[src/hdl/srmc_params.svh]
// Timing and layout constants for the asynchronous static memory controller
// Overview of operation
// - The controller presents address and write data before any write begins.
// - The controller holds write data across the edge that ends the write.
// - The controller does not drive the data bus while the memory drives it.
// - The controller keeps the write strobe high through every read.
// - An address-controlled read keeps the memory selected with output enable low.
// - A select-controlled read presents the address no later than the select goes active.
// - The controller drives both select inputs to valid levels at all times.
`ifndef SRMC_PARAMS_SVH
`define SRMC_PARAMS_SVH

`define SRMC_CLK_PERIOD_NS 50
`define SRMC_ADDR_W        17
`define SRMC_DATA_W        8
// Read cycle and address to data valid, least
`define SRMC_T_RC_NS       45
`define SRMC_T_AA_NS       45
// Write strobe pulse width and data setup to write end, least
`define SRMC_T_PWE_NS      35
`define SRMC_T_SD_NS       25
// Output enable high to high impedance and strobe high to low impedance
`define SRMC_T_HZOE_NS     18
`define SRMC_T_LZWE_NS     10
// Least time to cycles: round up, never below one
`define SRMC_CYC(t) ((((t) + `SRMC_CLK_PERIOD_NS - 1) / `SRMC_CLK_PERIOD_NS) < 1 ? 1 : \
  (((t) + `SRMC_CLK_PERIOD_NS - 1) / `SRMC_CLK_PERIOD_NS))
`define SRMC_RD_CYC   `SRMC_CYC(`SRMC_T_AA_NS)
`define SRMC_WR_CYC   `SRMC_CYC(`SRMC_T_PWE_NS)
`define SRMC_TURN_CYC `SRMC_CYC(`SRMC_T_HZOE_NS)

`endif

[src/hdl/srmc_pkg.sv]
// Types shared by the static memory controller modules
`include "srmc_params.svh"
package srmc_pkg;
  typedef logic [`SRMC_ADDR_W-1:0] srmc_addr_t;
  typedef logic [`SRMC_DATA_W-1:0] srmc_data_t;
  typedef enum logic [2:0] {
    SRMC_IDLE, SRMC_RD_WAIT, SRMC_RD_DONE, SRMC_WR_SETUP, SRMC_WR_PULSE, SRMC_WR_END, SRMC_TURN
  } srmc_state_t;
endpackage

[src/hdl/srmc_pins_if.sv]
// Pin-side signals between the sequencer and the pin register stage
`timescale 1ns/1ns
interface srmc_pins_if;
  import srmc_pkg::*;
  logic       select;     // Cycle wants the memory selected
  logic       write;      // Write strobe wanted low
  logic       out_en;     // Output enable wanted low
  logic       drive;      // Controller drives data lines
  srmc_addr_t addr;
  srmc_data_t wdata;
  srmc_data_t rdata;      // Synchronised data lines
  modport seq (output select, output write, output out_en, output drive, output addr,
               output wdata, input rdata);
  modport pad (input select, input write, input out_en, input drive, input addr,
               input wdata, output rdata);
endinterface

[src/hdl/srmc_ctrl.sv]
// Host-side controller that runs reads and writes on an asynchronous static memory
`timescale 1ns/1ns
`include "srmc_params.svh"
module srmc_ctrl
  import srmc_pkg::*;
#(
  parameter int RD_CYC   = `SRMC_RD_CYC,
  parameter int WR_CYC   = `SRMC_WR_CYC,
  parameter int TURN_CYC = `SRMC_TURN_CYC
)(
  input  wire logic       clk,
  input  wire logic       reset_n,
  input  wire logic       clk_en,
  input  wire logic       req_valid,
  output logic            req_ready,
  input  wire logic       req_write,
  input  wire srmc_addr_t req_addr,
  input  wire srmc_data_t req_wdata,
  output logic            rsp_valid,
  output srmc_data_t      rsp_rdata,
  output logic            select_low_active_n,
  output logic            select_high_active,
  output logic            write_n,
  output logic            out_en_n,
  output srmc_addr_t      addr,
  output srmc_data_t      data_lines_out,
  output logic            data_lines_oe,
  input  wire srmc_data_t data_lines_in
);
  import srmc_pkg::*;

  // Pins pass one flop, rdata four, so reads wait for that pipe as well
  localparam int RD_WAIT = RD_CYC + 4;

  typedef struct packed {
    srmc_state_t st;
    logic [7:0]  cnt;
    logic        sel;
    logic        wr;
    logic        oe;
    logic        drv;
    srmc_addr_t  a;
    srmc_data_t  d;
    logic        rv;
    srmc_data_t  rd;
  } srmc_ctrl_t;
  srmc_ctrl_t r;
  srmc_ctrl_t next_r;

  srmc_pins_if pin ();

  srmc_pad u_pad (
    .clk                 (clk),
    .reset_n             (reset_n),
    .clk_en              (clk_en),
    .pin                 (pin.pad),
    .select_low_active_n (select_low_active_n),
    .select_high_active  (select_high_active),
    .write_n             (write_n),
    .out_en_n            (out_en_n),
    .addr                (addr),
    .data_lines_out      (data_lines_out),
    .data_lines_oe       (data_lines_oe),
    .data_lines_in       (data_lines_in)
  );

  // Requests are only taken between cycles, with the bus idle
  assign req_ready = (r.st == SRMC_IDLE) && clk_en;

  // Sequencer: writes set address first, then select/strobe; reads set all together; then release in order
  always_comb begin
    next_r    = r;
    next_r.rv = 1'b0;
    if (r.cnt != 8'h00) begin
      next_r.cnt = r.cnt - 8'h01;
    end
    case (r.st)
      SRMC_IDLE: begin
        if (req_valid) begin
          next_r.a = req_addr;             // address leads select on writes, rises with it on reads
          next_r.d = req_wdata;
          if (req_write) begin
            next_r.st  = SRMC_WR_SETUP;
            next_r.drv = 1'b1;             // memory outputs off, oe high
            next_r.oe  = 1'b0;
          end else begin
            next_r.st  = SRMC_RD_WAIT;
            next_r.sel = 1'b1;
            next_r.oe  = 1'b1;
            next_r.wr  = 1'b0;
            next_r.cnt = 8'(RD_WAIT);
          end
        end
      end
      SRMC_RD_WAIT: begin
        if (r.cnt == 8'h00) begin
          next_r.st  = SRMC_RD_DONE;
        end
      end
      SRMC_RD_DONE: begin
        next_r.rd  = pin.rdata;
        next_r.rv  = 1'b1;
        next_r.sel = 1'b0;
        next_r.oe  = 1'b0;
        next_r.st  = SRMC_TURN;            // let memory float before next drive
        next_r.cnt = 8'(TURN_CYC);
      end
      SRMC_WR_SETUP: begin
        // Both qualifiers rise together one cycle after address and data settle
        next_r.sel = 1'b1;
        next_r.wr  = 1'b1;
        next_r.cnt = 8'(WR_CYC);
        next_r.st  = SRMC_WR_PULSE;
      end
      SRMC_WR_PULSE: begin
        if (r.cnt == 8'h00) begin
          next_r.wr  = 1'b0;               // strobe ends the write
          next_r.st  = SRMC_WR_END;
        end
      end
      SRMC_WR_END: begin
        // Data and address held one cycle past the terminating edge
        next_r.sel = 1'b0;
        next_r.drv = 1'b0;
        next_r.st  = SRMC_IDLE;
      end
      SRMC_TURN: begin
        if (r.cnt == 8'h00) begin
          next_r.st = SRMC_IDLE;
        end
      end
      default: begin
        next_r.st = SRMC_IDLE;
      end
    endcase
  end

  // All state frozen while the clock enable is low
  always_ff @(posedge clk or negedge reset_n) begin
    if (!reset_n) begin
      r <= '{st: SRMC_IDLE, default: '0};
    end else if (clk_en) begin
      r <= next_r;
    end
  end

  assign pin.select = r.sel;               // always a defined level
  assign pin.write  = r.wr;
  assign pin.out_en = r.oe;
  assign pin.drive  = r.drv;
  assign pin.addr   = r.a;
  assign pin.wdata  = r.d;
  assign rsp_valid  = r.rv;
  assign rsp_rdata  = r.rd;
endmodule

[src/hdl/srmc_pad.sv]
// Registered pin stage: drives the memory pins and synchronises the data lines
`timescale 1ns/1ns
`include "srmc_params.svh"
module srmc_pad
  import srmc_pkg::*;
(
  input  wire logic  clk,
  input  wire logic  reset_n,
  input  wire logic  clk_en,
  srmc_pins_if.pad   pin,
  output logic       select_low_active_n,
  output logic       select_high_active,
  output logic       write_n,
  output logic       out_en_n,
  output srmc_addr_t addr,
  output srmc_data_t data_lines_out,
  output logic       data_lines_oe,
  input  wire srmc_data_t data_lines_in
);
  typedef struct packed {
    logic       sel_n;
    logic       sel_h;
    logic       we_n;
    logic       oe_n;
    srmc_addr_t a;
    srmc_data_t d;
    logic       oe;
    srmc_data_t s1;
    srmc_data_t s2;
    srmc_data_t s3;
    srmc_data_t held;
  } srmc_pad_t;
  srmc_pad_t r;
  srmc_pad_t next_r;

  // Pins come straight from flops so no glitch reaches the memory
  always_comb begin
    next_r       = r;
    next_r.sel_n = ~pin.select;
    next_r.sel_h = pin.select;
    next_r.we_n  = ~pin.write;
    next_r.oe_n  = ~pin.out_en;
    next_r.a     = pin.addr;
    next_r.d     = pin.wdata;
    next_r.oe    = pin.drive;
    next_r.s1    = data_lines_in;
    next_r.s2    = r.s1;
    next_r.s3    = r.s2;
    // A new byte counts only once two stages agree, so a bus in transit is never taken
    if (r.s2 == r.s3) begin
      next_r.held = r.s3;
    end
  end

  // Reset leaves the memory deselected and the bus released
  always_ff @(posedge clk or negedge reset_n) begin
    if (!reset_n) begin
      r <= '{sel_n: 1'b1, sel_h: 1'b0, we_n: 1'b1, oe_n: 1'b1, default: '0};
    end else if (clk_en) begin
      r <= next_r;
    end
  end

  assign select_low_active_n = r.sel_n;
  assign select_high_active  = r.sel_h;
  assign write_n             = r.we_n;
  assign out_en_n            = r.oe_n;
  assign addr                = r.a;
  assign data_lines_out      = r.d;
  assign data_lines_oe       = r.oe;
  // Data counts once second and third stages agree; the sampler holds it at read end
  assign pin.rdata           = r.held;
endmodule

[config.mk]
export PLATFORM = sky130hd
export DESIGN_NAME = srmc_ctrl
export DESIGN_NICKNAME = d
export VERILOG_FILES = /design/src/hdl/srmc_pkg.sv /design/src/hdl/srmc_pins_if.sv /design/src/hdl/srmc_ctrl.sv /design/src/hdl/srmc_pad.sv
export VERILOG_INCLUDE_DIRS = /design/src /design/src/hdl
export SDC_FILE = /design/constraint.sdc
export NUM_CORES = 1
export LEC_CHECK = 0
export CAP_MARGIN = 20
export CELL_PAD_IN_SITES_DETAIL_PLACEMENT = 2
export CELL_PAD_IN_SITES_GLOBAL_PLACEMENT = 2
export CORE_ASPECT_RATIO = 0.7
export CORE_UTILIZATION = 43
export DETAILED_ROUTE_END_ITERATION = 10
export DONT_BUFFER_PORTS = 1
export PLACE_DENSITY = 0.76
export SETUP_SLACK_MARGIN = 0.3
export SYNTH_ARGS = -nofsm -noshare
export SYNTH_HDL_FRONTEND = slang
export SYNTH_HIERARCHICAL = 1
export SYNTH_SLANG_ARGS = --single-unit
[constraint.sdc]
create_clock -name clk -period 2.2 [get_ports clk]
set_input_delay 0.44 -clock clk [delete_from_list [all_inputs] [get_ports clk]]
set_output_delay 0.44 -clock clk [all_outputs]
set_load 0.005 [all_outputs]
==> results of run 1 <==
==> kinds of logic (layout without fill, tap and decap cells) <==
group,Yosys count,after routing
buffers and inverters,63,25
AO/OA/AOI/OAI,34,34
adder cells (fa/ha/maj),2,2
AND/OR/NAND/NOR,41,41
XOR/XNOR,8,8
flip-flops,111,111
multiplexers,96,96
==> where the power goes <==
group | internal, mW | switching (mW) | leakage, nW
logic | 0.593 | 0.310 | 0.701
registers | 2.70 | 0.512 | 1.38
clock network | 0.805 | 0.807 | 0.143
total | 4.09 | 1.63 | 2.23
==> metrics by stage <==
| step | util | cells | instance area [sq um] | setup slack, ps | power (mW) |
|---|---|---|---|---|---|
| after floorplan | - | 355 | 4880 | 592 | 4.23 |
| after global placement | 0.425 | 454 | 4690 | 370 | 4.04 |
| after detailed placement | 0.425 | 454 | 4690 | 255 | 4.17 |
| after CTS | 0.452 | 470 | 4990 | 346 | 5.83 |
| after global routing | 0.453 | 470 | 5000 | 315 | 6.07 |
| final | 0.453 | 470 | 5000 | 412 | 5.72 |
==> worst paths after layout <==
kind | start | end | slack, ps | cells past startpoint
min reg2reg | pin.out_en | u_pad/out_en_n | 430 | 1
min | reset_n | pin.addr[12] | -220 | 0
max | r[47] | pin.addr[8] | 410 | 4
min in group clk | clk_en | u_pad/write_n | 180 | 1
max reg2reg | r[47] | pin.addr[8] | 410 | 4
max in group asynchronous | reset_n | u_pad/write_n | 2240 | 0
==> what timing repair did <==
| action | 4_1_cts | 5_1_grt |
|---|---|---|
| hold endpoints to repair | 111 | 111 |
| endpoints found under the setup margin | 2 | 13 |
| resized for setup | 1 | 5 |
==> layout by cell type, fill, tap and decap left out, types with 3 or more instances in the layout <==
master,netlist,layout
sky130_fd_sc_hd__dfrtp_1,108,106
sky130_fd_sc_hd__mux2_2,88,88
sky130_fd_sc_hd__clkbuf_16,0,9
sky130_fd_sc_hd__nand2_1,8,8
sky130_fd_sc_hd__xnor2_1,8,8
sky130_fd_sc_hd__inv_1,6,6
sky130_fd_sc_hd__a21oi_1,5,5
sky130_fd_sc_hd__nand3_1,5,5
sky130_fd_sc_hd__nor3_1,5,4
sky130_fd_sc_hd__a31oi_1,4,4
sky130_fd_sc_hd__mux2i_1,4,4
sky130_fd_sc_hd__mux2_1,4,4
sky130_fd_sc_hd__o31ai_1,4,4
sky130_fd_sc_hd__nor2_1,4,4
sky130_fd_sc_hd__o21ai_0,4,3
sky130_fd_sc_hd__a21o_1,3,3
sky130_fd_sc_hd__o2bb2ai_1,3,3
sky130_fd_sc_hd__dfstp_2,3,3
==> worst max-delay path, delay by kind of cell (launching register included) <==
family | cells | cell delay [ps]
flops | 1 | 530
simple gates | 2 | 530
mux | 1 | 340
buf+inv | 1 | 260
==> metal layers <==
metal  share of wire  wire [um]  up-vias
li1                -          -     1132
met1            0.43       4000     1311
met2            0.50       4620       53
met3           0.060        559       11
met4           0.013        120        0
met5               0          0        -
==> flip-flops by register name (all words and copies together), names as in the netlist, 11 cells and up <==
register      cells
pin.addr         17
r                11
u_pad/addr       17
u_pad/next_r     16
==> final cells by class <==
class	instances	area, sq um
Clock buffer	9	225
Clock inverter	7	72.6
Fill cell	1073	6050
Inverter	7	26.3
Multi-Input combinational cell	181	1690
Sequential cell	111	2780
Tap cell	153	191
Timing Repair Buffer	2	15.0
==> impl_metrics.prom, run 1 <==
# TYPE chip_impl_metric gauge
chip_impl_metric{name="drt_via_density",unit=""} 5.33
chip_impl_metric{name="path_max_fanout",unit=""} 25
chip_impl_info{name="worstHoldPathType",value="in -> async"} 1
chip_impl_metric{name="timing.final.setup_violations",unit=""} 0
chip_impl_metric{name="met3_usage",unit=""} 0.0642
chip_impl_metric{name="drc_violations",unit=""} 0
chip_impl_metric{name="drt-total-wl",unit="mm"} 9.30
chip_impl_metric{name="cts.sinks",unit=""} 111
chip_impl_metric{name="synth_nets",unit=""} 395
chip_impl_metric{name="yosysSeqAreaShare",unit=""} 0.570
chip_impl_metric{name="fmax",unit="MHz"} 559
chip_impl_metric{name="tightestPinTransition",unit="ps"} 429
chip_impl_info{name="grt.busiest_layer",value="met2"} 1
chip_impl_metric{name="cellLeakagePower",unit="nW"} 2.23
chip_impl_metric{name="synth.mux.area_fraction",unit=""} 0.220
chip_impl_metric{name="initial_utilization",unit=""} 0.442
chip_impl_metric{name="grt_pass1_wl",unit="mm"} 15.4
chip_impl_metric{name="synth.yosys.warnings",unit=""} 6
chip_impl_metric{name="drt-wirelength-per-cell",unit="um"} 19.8
chip_impl_metric{name="synth_cells",unit=""} 355
chip_impl_info{name="most_frequently_used_flop_master_after_synthesis",value="sky130_fd_sc_hd__dfrtp_1"} 1
chip_impl_metric{name="maxCapViolations",unit=""} 0
chip_impl_metric{name="final_min_period_over_clock_period",unit=""} 0.813
chip_impl_metric{name="grt_antenna_before_repair",unit=""} 0
chip_impl_info{name="unrepaired_setup_endpoints_after_global_routing",value="no"} 1
chip_impl_metric{name="cts_made_buffers",unit=""} 9
chip_impl_metric{name="dp_hpwl",unit="mm"} 6.21
chip_impl_metric{name="synth-adder-area-share",unit=""} 0.00513
chip_impl_metric{name="floorplan.rows",unit=""} 32
chip_impl_info{name="tritoncts",value="built"} 1
chip_impl_info{name="worst_setup_path_end_kind",value="flip-flop"} 1
chip_impl_metric{name="synth-compound-area-share",unit=""} 0.0495
chip_impl_metric{name="syn_area",unit="sq um"} 4880
chip_impl_metric{name="maximum_number_of_pins_on_one_net_before_global_route_repair",unit=""} 112
chip_impl_metric{name="finish.net_count",unit=""} 352
chip_impl_metric{name="clockBufferDepth",unit=""} 2
chip_impl_info{name="yosys-top-cells-count",value="sky130_fd_sc_hd__dfrtp_1 (108), sky130_fd_sc_hd__mux2_2 (88), sky130_fd_sc_hd__buf_4 (42)"} 1
chip_impl_metric{name="grt_remaining_overflow",unit=""} 0
chip_impl_info{name="worst_setup_path_start_kind",value="flip-flop"} 1
chip_impl_metric{name="total_die_area",unit="sq um"} 11800
chip_impl_info{name="largest_family_of_logic_cells_by_synthesized_area",value="multiplexers"} 1
chip_impl_metric{name="firstDrtPassIters",unit=""} 4
chip_impl_metric{name="antenna_left",unit=""} 0
chip_impl_metric{name="fin_crit",unit="ps"} 1790
chip_impl_info{name="synth_area_leader_cell",value="sky130_fd_sc_hd__dfrtp_1"} 1
chip_impl_metric{name="io_pins",unit=""} 78
chip_impl_metric{name="gp_congestion",unit=""} 0.785
chip_impl_metric{name="use_met1",unit=""} 0.216
chip_impl_metric{name="drt_first_iter_violations",unit=""} 140
chip_impl_metric{name="final-hold-violation-count",unit=""} 111
chip_impl_metric{name="share_of_yosys_cell_area_claimed_by_the_top_area_cell_type",unit=""} 0.554
chip_impl_metric{name="power_density",unit="nW/um^2"} 1140
chip_impl_metric{name="grt.total_usage",unit=""} 0.175
chip_impl_metric{name="worst_path_largest_cell_delay",unit="ps"} 530
chip_impl_metric{name="core",unit="sq um"} 11100
chip_impl_metric{name="clkTransAtPathRegs",unit="ps"} 80
chip_impl_metric{name="ys_seq_elements",unit=""} 111
chip_impl_metric{name="dr_vias",unit=""} 2507
chip_impl_metric{name="synth-async-reset-ratio",unit=""} 1.00
chip_impl_info{name="ctsRootBufferMaster",value="sky130_fd_sc_hd__clkbuf_16"} 1
chip_impl_metric{name="dieHeight",unit="um"} 91.1
chip_impl_metric{name="timing.max_slew.rel_slack",unit=""} 0.712
chip_impl_metric{name="synth.lib_cells_used.distinct",unit=""} 49
chip_impl_metric{name="fraction_of_layout_cells_with_a_size_suffix_above_1",unit=""} 0.382
chip_impl_metric{name="timing.critical_path.arrival",unit="ps"} 2030
chip_impl_info{name="yosysMostFrequentCell",value="sky130_fd_sc_hd__dfrtp_1"} 1
chip_impl_info{name="slowest_stage_cell_crit_path",value="sky130_fd_sc_hd__dfrtp_1"} 1
chip_impl_info{name="setup.worst_path.class",value="reg -> reg"} 1
chip_impl_metric{name="synth_xor_area_frac",unit=""} 0.0144
chip_impl_metric{name="finClkSkew",unit="ps"} 8.96
chip_impl_metric{name="numPortBuffers",unit=""} 0
chip_impl_metric{name="totalNegativeSetupSlack",unit="ps"} 0
chip_impl_metric{name="count_of_pins_over_their_slew_limit",unit=""} 0
chip_impl_metric{name="first_global_vias",unit=""} 2762
chip_impl_metric{name="cts_setup_buffers",unit=""} 0
chip_impl_metric{name="grtUsageMet2",unit=""} 0.282
chip_impl_info{name="failing_checks",value="negative hold slack"} 1
chip_impl_metric{name="synth_edf_count",unit=""} 0
chip_impl_metric{name="synth_simple_gate_area_frac",unit=""} 0.0546
chip_impl_metric{name="irDropWorstVdd",unit="mV"} 0.604
chip_impl_metric{name="synth_area_per_cell",unit="sq um"} 13.7
chip_impl_metric{name="critPathRequiredTime",unit="ps"} 2440
chip_impl_info{name="cp_cell_sequence",value="nor4b_4, nand2_2, buf_4, mux2_1"} 1
chip_impl_metric{name="diode_insertion_count_for_antenna_repair",unit=""} 0
chip_impl_metric{name="worst_skew_pair.late_latency",unit="ps"} 350
chip_impl_info{name="status",value="finished, violations left"} 1
chip_impl_metric{name="die_width",unit="um"} 129
chip_impl_metric{name="post_route_worst_hold_slack",unit="ps"} -220
chip_impl_info{name="ys_top_cells_by_area",value="sky130_fd_sc_hd__dfrtp_1 (55%), sky130_fd_sc_hd__mux2_2 (20%), sky130_fd_sc_hd__buf_4 (6.5%)"} 1
chip_impl_metric{name="syn2layout_area_growth",unit="%"} 2.54
chip_impl_metric{name="h-tree-depth",unit=""} 3
Power figures use the tool's default switching activity.
==> inputs of run 2 (changes only) <==
- CORE_UTILIZATION: 43 -> 39
- PLACE_DENSITY: 0.76 -> 0.73
- clock period: 2.2 -> 1.5 ns (I/O delays scaled with it)
==> run 2 against run 1 <==
  * The flow finishes with violations (negative hold slack, negative setup slack)
  * Total power rose by 68%
  * Sequential share of layout area fell by 9.7 points
  * Cell count rose by 15%
  * Clock skew rose by 0.78 ps
  * Combinational power rose to 2.6 times the previous value
  * Sequential cell count did not move
  * Clock-buffer cell count rose by 1
  * Critical path type unchanged
==> impl_metrics.prom, run 2 (synthesis results as in run 1) <==
# TYPE chip_impl_metric gauge
chip_impl_metric{name="fin_crit",unit="ps"} 1660
chip_impl_metric{name="timing.critical_path.arrival",unit="ps"} 1900
chip_impl_metric{name="design_area",unit="sq um"} 6060
chip_impl_info{name="tritoncts",value="built"} 1
chip_impl_metric{name="firstDrtPassIters",unit=""} 4
chip_impl_info{name="unrepaired_setup_endpoints_after_global_routing",value="yes"} 1
chip_impl_metric{name="gp_congestion",unit=""} 0.745
chip_impl_metric{name="final-hold-violation-count",unit=""} 111
chip_impl_info{name="worst_setup_path_end_kind",value="flip-flop"} 1
chip_impl_info{name="worst_setup_path_start_kind",value="flip-flop"} 1
chip_impl_metric{name="grt_remaining_overflow",unit=""} 0
chip_impl_metric{name="timing.max_slew.rel_slack",unit=""} 0.628
chip_impl_metric{name="final_min_period_over_clock_period",unit=""} 1.11
chip_impl_info{name="timing.rr.start",value="r[48]"} 1
chip_impl_metric{name="numPortBuffers",unit=""} 0
chip_impl_metric{name="path_max_fanout",unit=""} 5
chip_impl_metric{name="power_density",unit="nW/um^2"} 1580
chip_impl_metric{name="antenna_left",unit=""} 0
chip_impl_info{name="setup.worst_path.class",value="reg -> reg"} 1
chip_impl_metric{name="die_width",unit="um"} 136
chip_impl_info{name="layout_common_cells",value="sky130_fd_sc_hd__dfrtp_1 (104), sky130_fd_sc_hd__mux2_2 (72), sky130_fd_sc_hd__buf_4 (39), sky130_fd_sc_hd__mux2_4 (20), sky130_fd_sc_hd__buf_6 (16)"} 1
chip_impl_metric{name="final_core_utilization",unit=""} 0.508
chip_impl_info{name="crit_start",value="r[48]"} 1
chip_impl_metric{name="grt.total_usage",unit=""} 0.202
chip_impl_metric{name="dieHeight",unit="um"} 95.6
chip_impl_metric{name="maxCapViolations",unit=""} 0
chip_impl_metric{name="dp_hpwl",unit="mm"} 7.05
chip_impl_info{name="ctsRootBufferMaster",value="sky130_fd_sc_hd__clkbuf_16"} 1
chip_impl_metric{name="layout.cells.non_filler",unit=""} 539
chip_impl_metric{name="tightestPinTransition",unit="ps"} 553
chip_impl_metric{name="cellLeakagePower",unit="nW"} 2.69
chip_impl_metric{name="grt_pass1_wl",unit="mm"} 19.1
chip_impl_metric{name="finClkSkew",unit="ps"} 9.74
chip_impl_metric{name="total_die_area",unit="sq um"} 13000
chip_impl_metric{name="irDropWorstVdd",unit="mV"} 0.738
chip_impl_metric{name="worst_case_reg_to_reg_path_depth",unit=""} 5
chip_impl_metric{name="maximum_number_of_pins_on_one_net_before_global_route_repair",unit=""} 112
chip_impl_metric{name="nFillCells",unit=""} 1093
chip_impl_metric{name="dr_vias",unit=""} 2888
chip_impl_metric{name="drt_via_density",unit=""} 5.36
chip_impl_metric{name="clockBufferDepth",unit=""} 2
chip_impl_metric{name="clkTransAtPathRegs",unit="ps"} 80
chip_impl_metric{name="sequential_cell_area",unit="sq um"} 2790
chip_impl_metric{name="drt-wirelength-per-cell",unit="um"} 23.5
chip_impl_info{name="worstHoldPathType",value="in -> async"} 1
chip_impl_metric{name="post_dp_cell_area",unit="sq um"} 5160
chip_impl_info{name="layout.cells.most_common",value="sky130_fd_sc_hd__dfrtp_1"} 1
chip_impl_metric{name="timing.final.ws_setup",unit="ps"} -165
chip_impl_metric{name="place_inst",unit=""} 502
chip_impl_metric{name="timing.final.setup_violations",unit=""} 51
chip_impl_info{name="status",value="finished, violations left"} 1
chip_impl_metric{name="fraction_of_layout_cells_with_a_size_suffix_above_1",unit=""} 0.579
chip_impl_metric{name="io_pins",unit=""} 78
chip_impl_info{name="failing_checks",value="negative hold slack, negative setup slack"} 1
chip_impl_metric{name="syn2layout_area_growth",unit="%"} 24.2
chip_impl_metric{name="worst_skew_pair.late_latency",unit="ps"} 350
chip_impl_metric{name="first_global_vias",unit=""} 3271
chip_impl_metric{name="drt_first_iter_violations",unit=""} 88
chip_impl_metric{name="core",unit="sq um"} 11900
chip_impl_metric{name="drt-total-wl",unit="mm"} 12.7
chip_impl_metric{name="grt_antenna_before_repair",unit=""} 2
chip_impl_metric{name="multi_input_area",unit="sq um"} 2040
chip_impl_metric{name="floorplan.rows",unit=""} 33
chip_impl_metric{name="critPathRequiredTime",unit="ps"} 1730
chip_impl_metric{name="finish.net_count",unit=""} 415
chip_impl_metric{name="count_of_pins_over_their_slew_limit",unit=""} 0
chip_impl_metric{name="drc_violations",unit=""} 0
chip_impl_metric{name="cts_made_buffers",unit=""} 9
chip_impl_metric{name="post_route_worst_hold_slack",unit="ps"} -357
chip_impl_metric{name="h-tree-depth",unit=""} 3
chip_impl_metric{name="cts.sinks",unit=""} 111
chip_impl_metric{name="initial_utilization",unit=""} 0.409
chip_impl_metric{name="fmax",unit="MHz"} 601
-- run 2: changes by cell type in the layout (fill, tap and decap cells not counted), sizes merged --
cell | previous run | this run
buf | 2 | 64
bufinv | 0 | 1
clkbuf | 9 | 11
diode | 0 | 2
inv | 10 | 8
-- run 2: final cells by class --
class	count	area share
antenna	2	0.000826
clock buffer	10	0.0378
clock inverter	6	0.0128
inverter	7	0.00434
multi-input combinational	181	0.337
sequential	111	0.460
tap	157	0.0324
timing repair buffer	65	0.115
-- run 2: worst paths after layout --
kind	to	slack, ps
max	rsp_rdata[6]	-160
max reg2reg	rsp_rdata[6]	-160
min in group clk	pin.out_en	40
min	u_pad/addr[0]	-360
max in group asynchronous	u_pad/out_en_n	1630
min reg2reg	u_pad/out_en_n	440
-- run 2: through the flow --
stage	hold WS (ps)	setup slack (ps)	power, mW	TNS (ps)
after floorplan	4.41	10.1	6.31	0
after global placement	6.82	-65.3	6.37	-863
after detailed placement	7.57	-155	6.60	-2090
after CTS	-374	-136	9.41	-2840
after global routing	-379	-221	10.1	-7660
final	-357	-165	9.59	-5130
-- run 2: critical path, stage by stage, from the launching register on --
cell	delay, ps
sky130_fd_sc_hd__dfrtp_2	450
sky130_fd_sc_hd__and2b_4	280
sky130_fd_sc_hd__nor3b_4	240
sky130_fd_sc_hd__buf_6	150
sky130_fd_sc_hd__buf_12	120
sky130_fd_sc_hd__mux2_4	310
-- run 2: power breakdown --
group	switching, mW	internal, mW	total (mW)
combinational	0.925	1.45	2.38
clock	1.18	1.33	2.51
sequential	0.749	3.96	4.71
-- run 2: repair_timing --
action | CTS | global route
gates cloned | 3 | 1
resized for setup | 58 | 25
pin swaps | 19 | 14
endpoints found under the setup margin | 61 | 61
endpoints found under the hold margin | 111 | 111
setup buffers | 10 | 5
-- run 2: routing by layer --
metal,up-vias,GRT usage,wire (um),part of all wire
met1,1554,0.251,5370,0.42
met3,13,0.0654,659,0.052
met2,59,0.343,6500,0.51
li1,1262,-,-,-
met4,0,0.0449,119,0.0094
met5,-,0,0,0
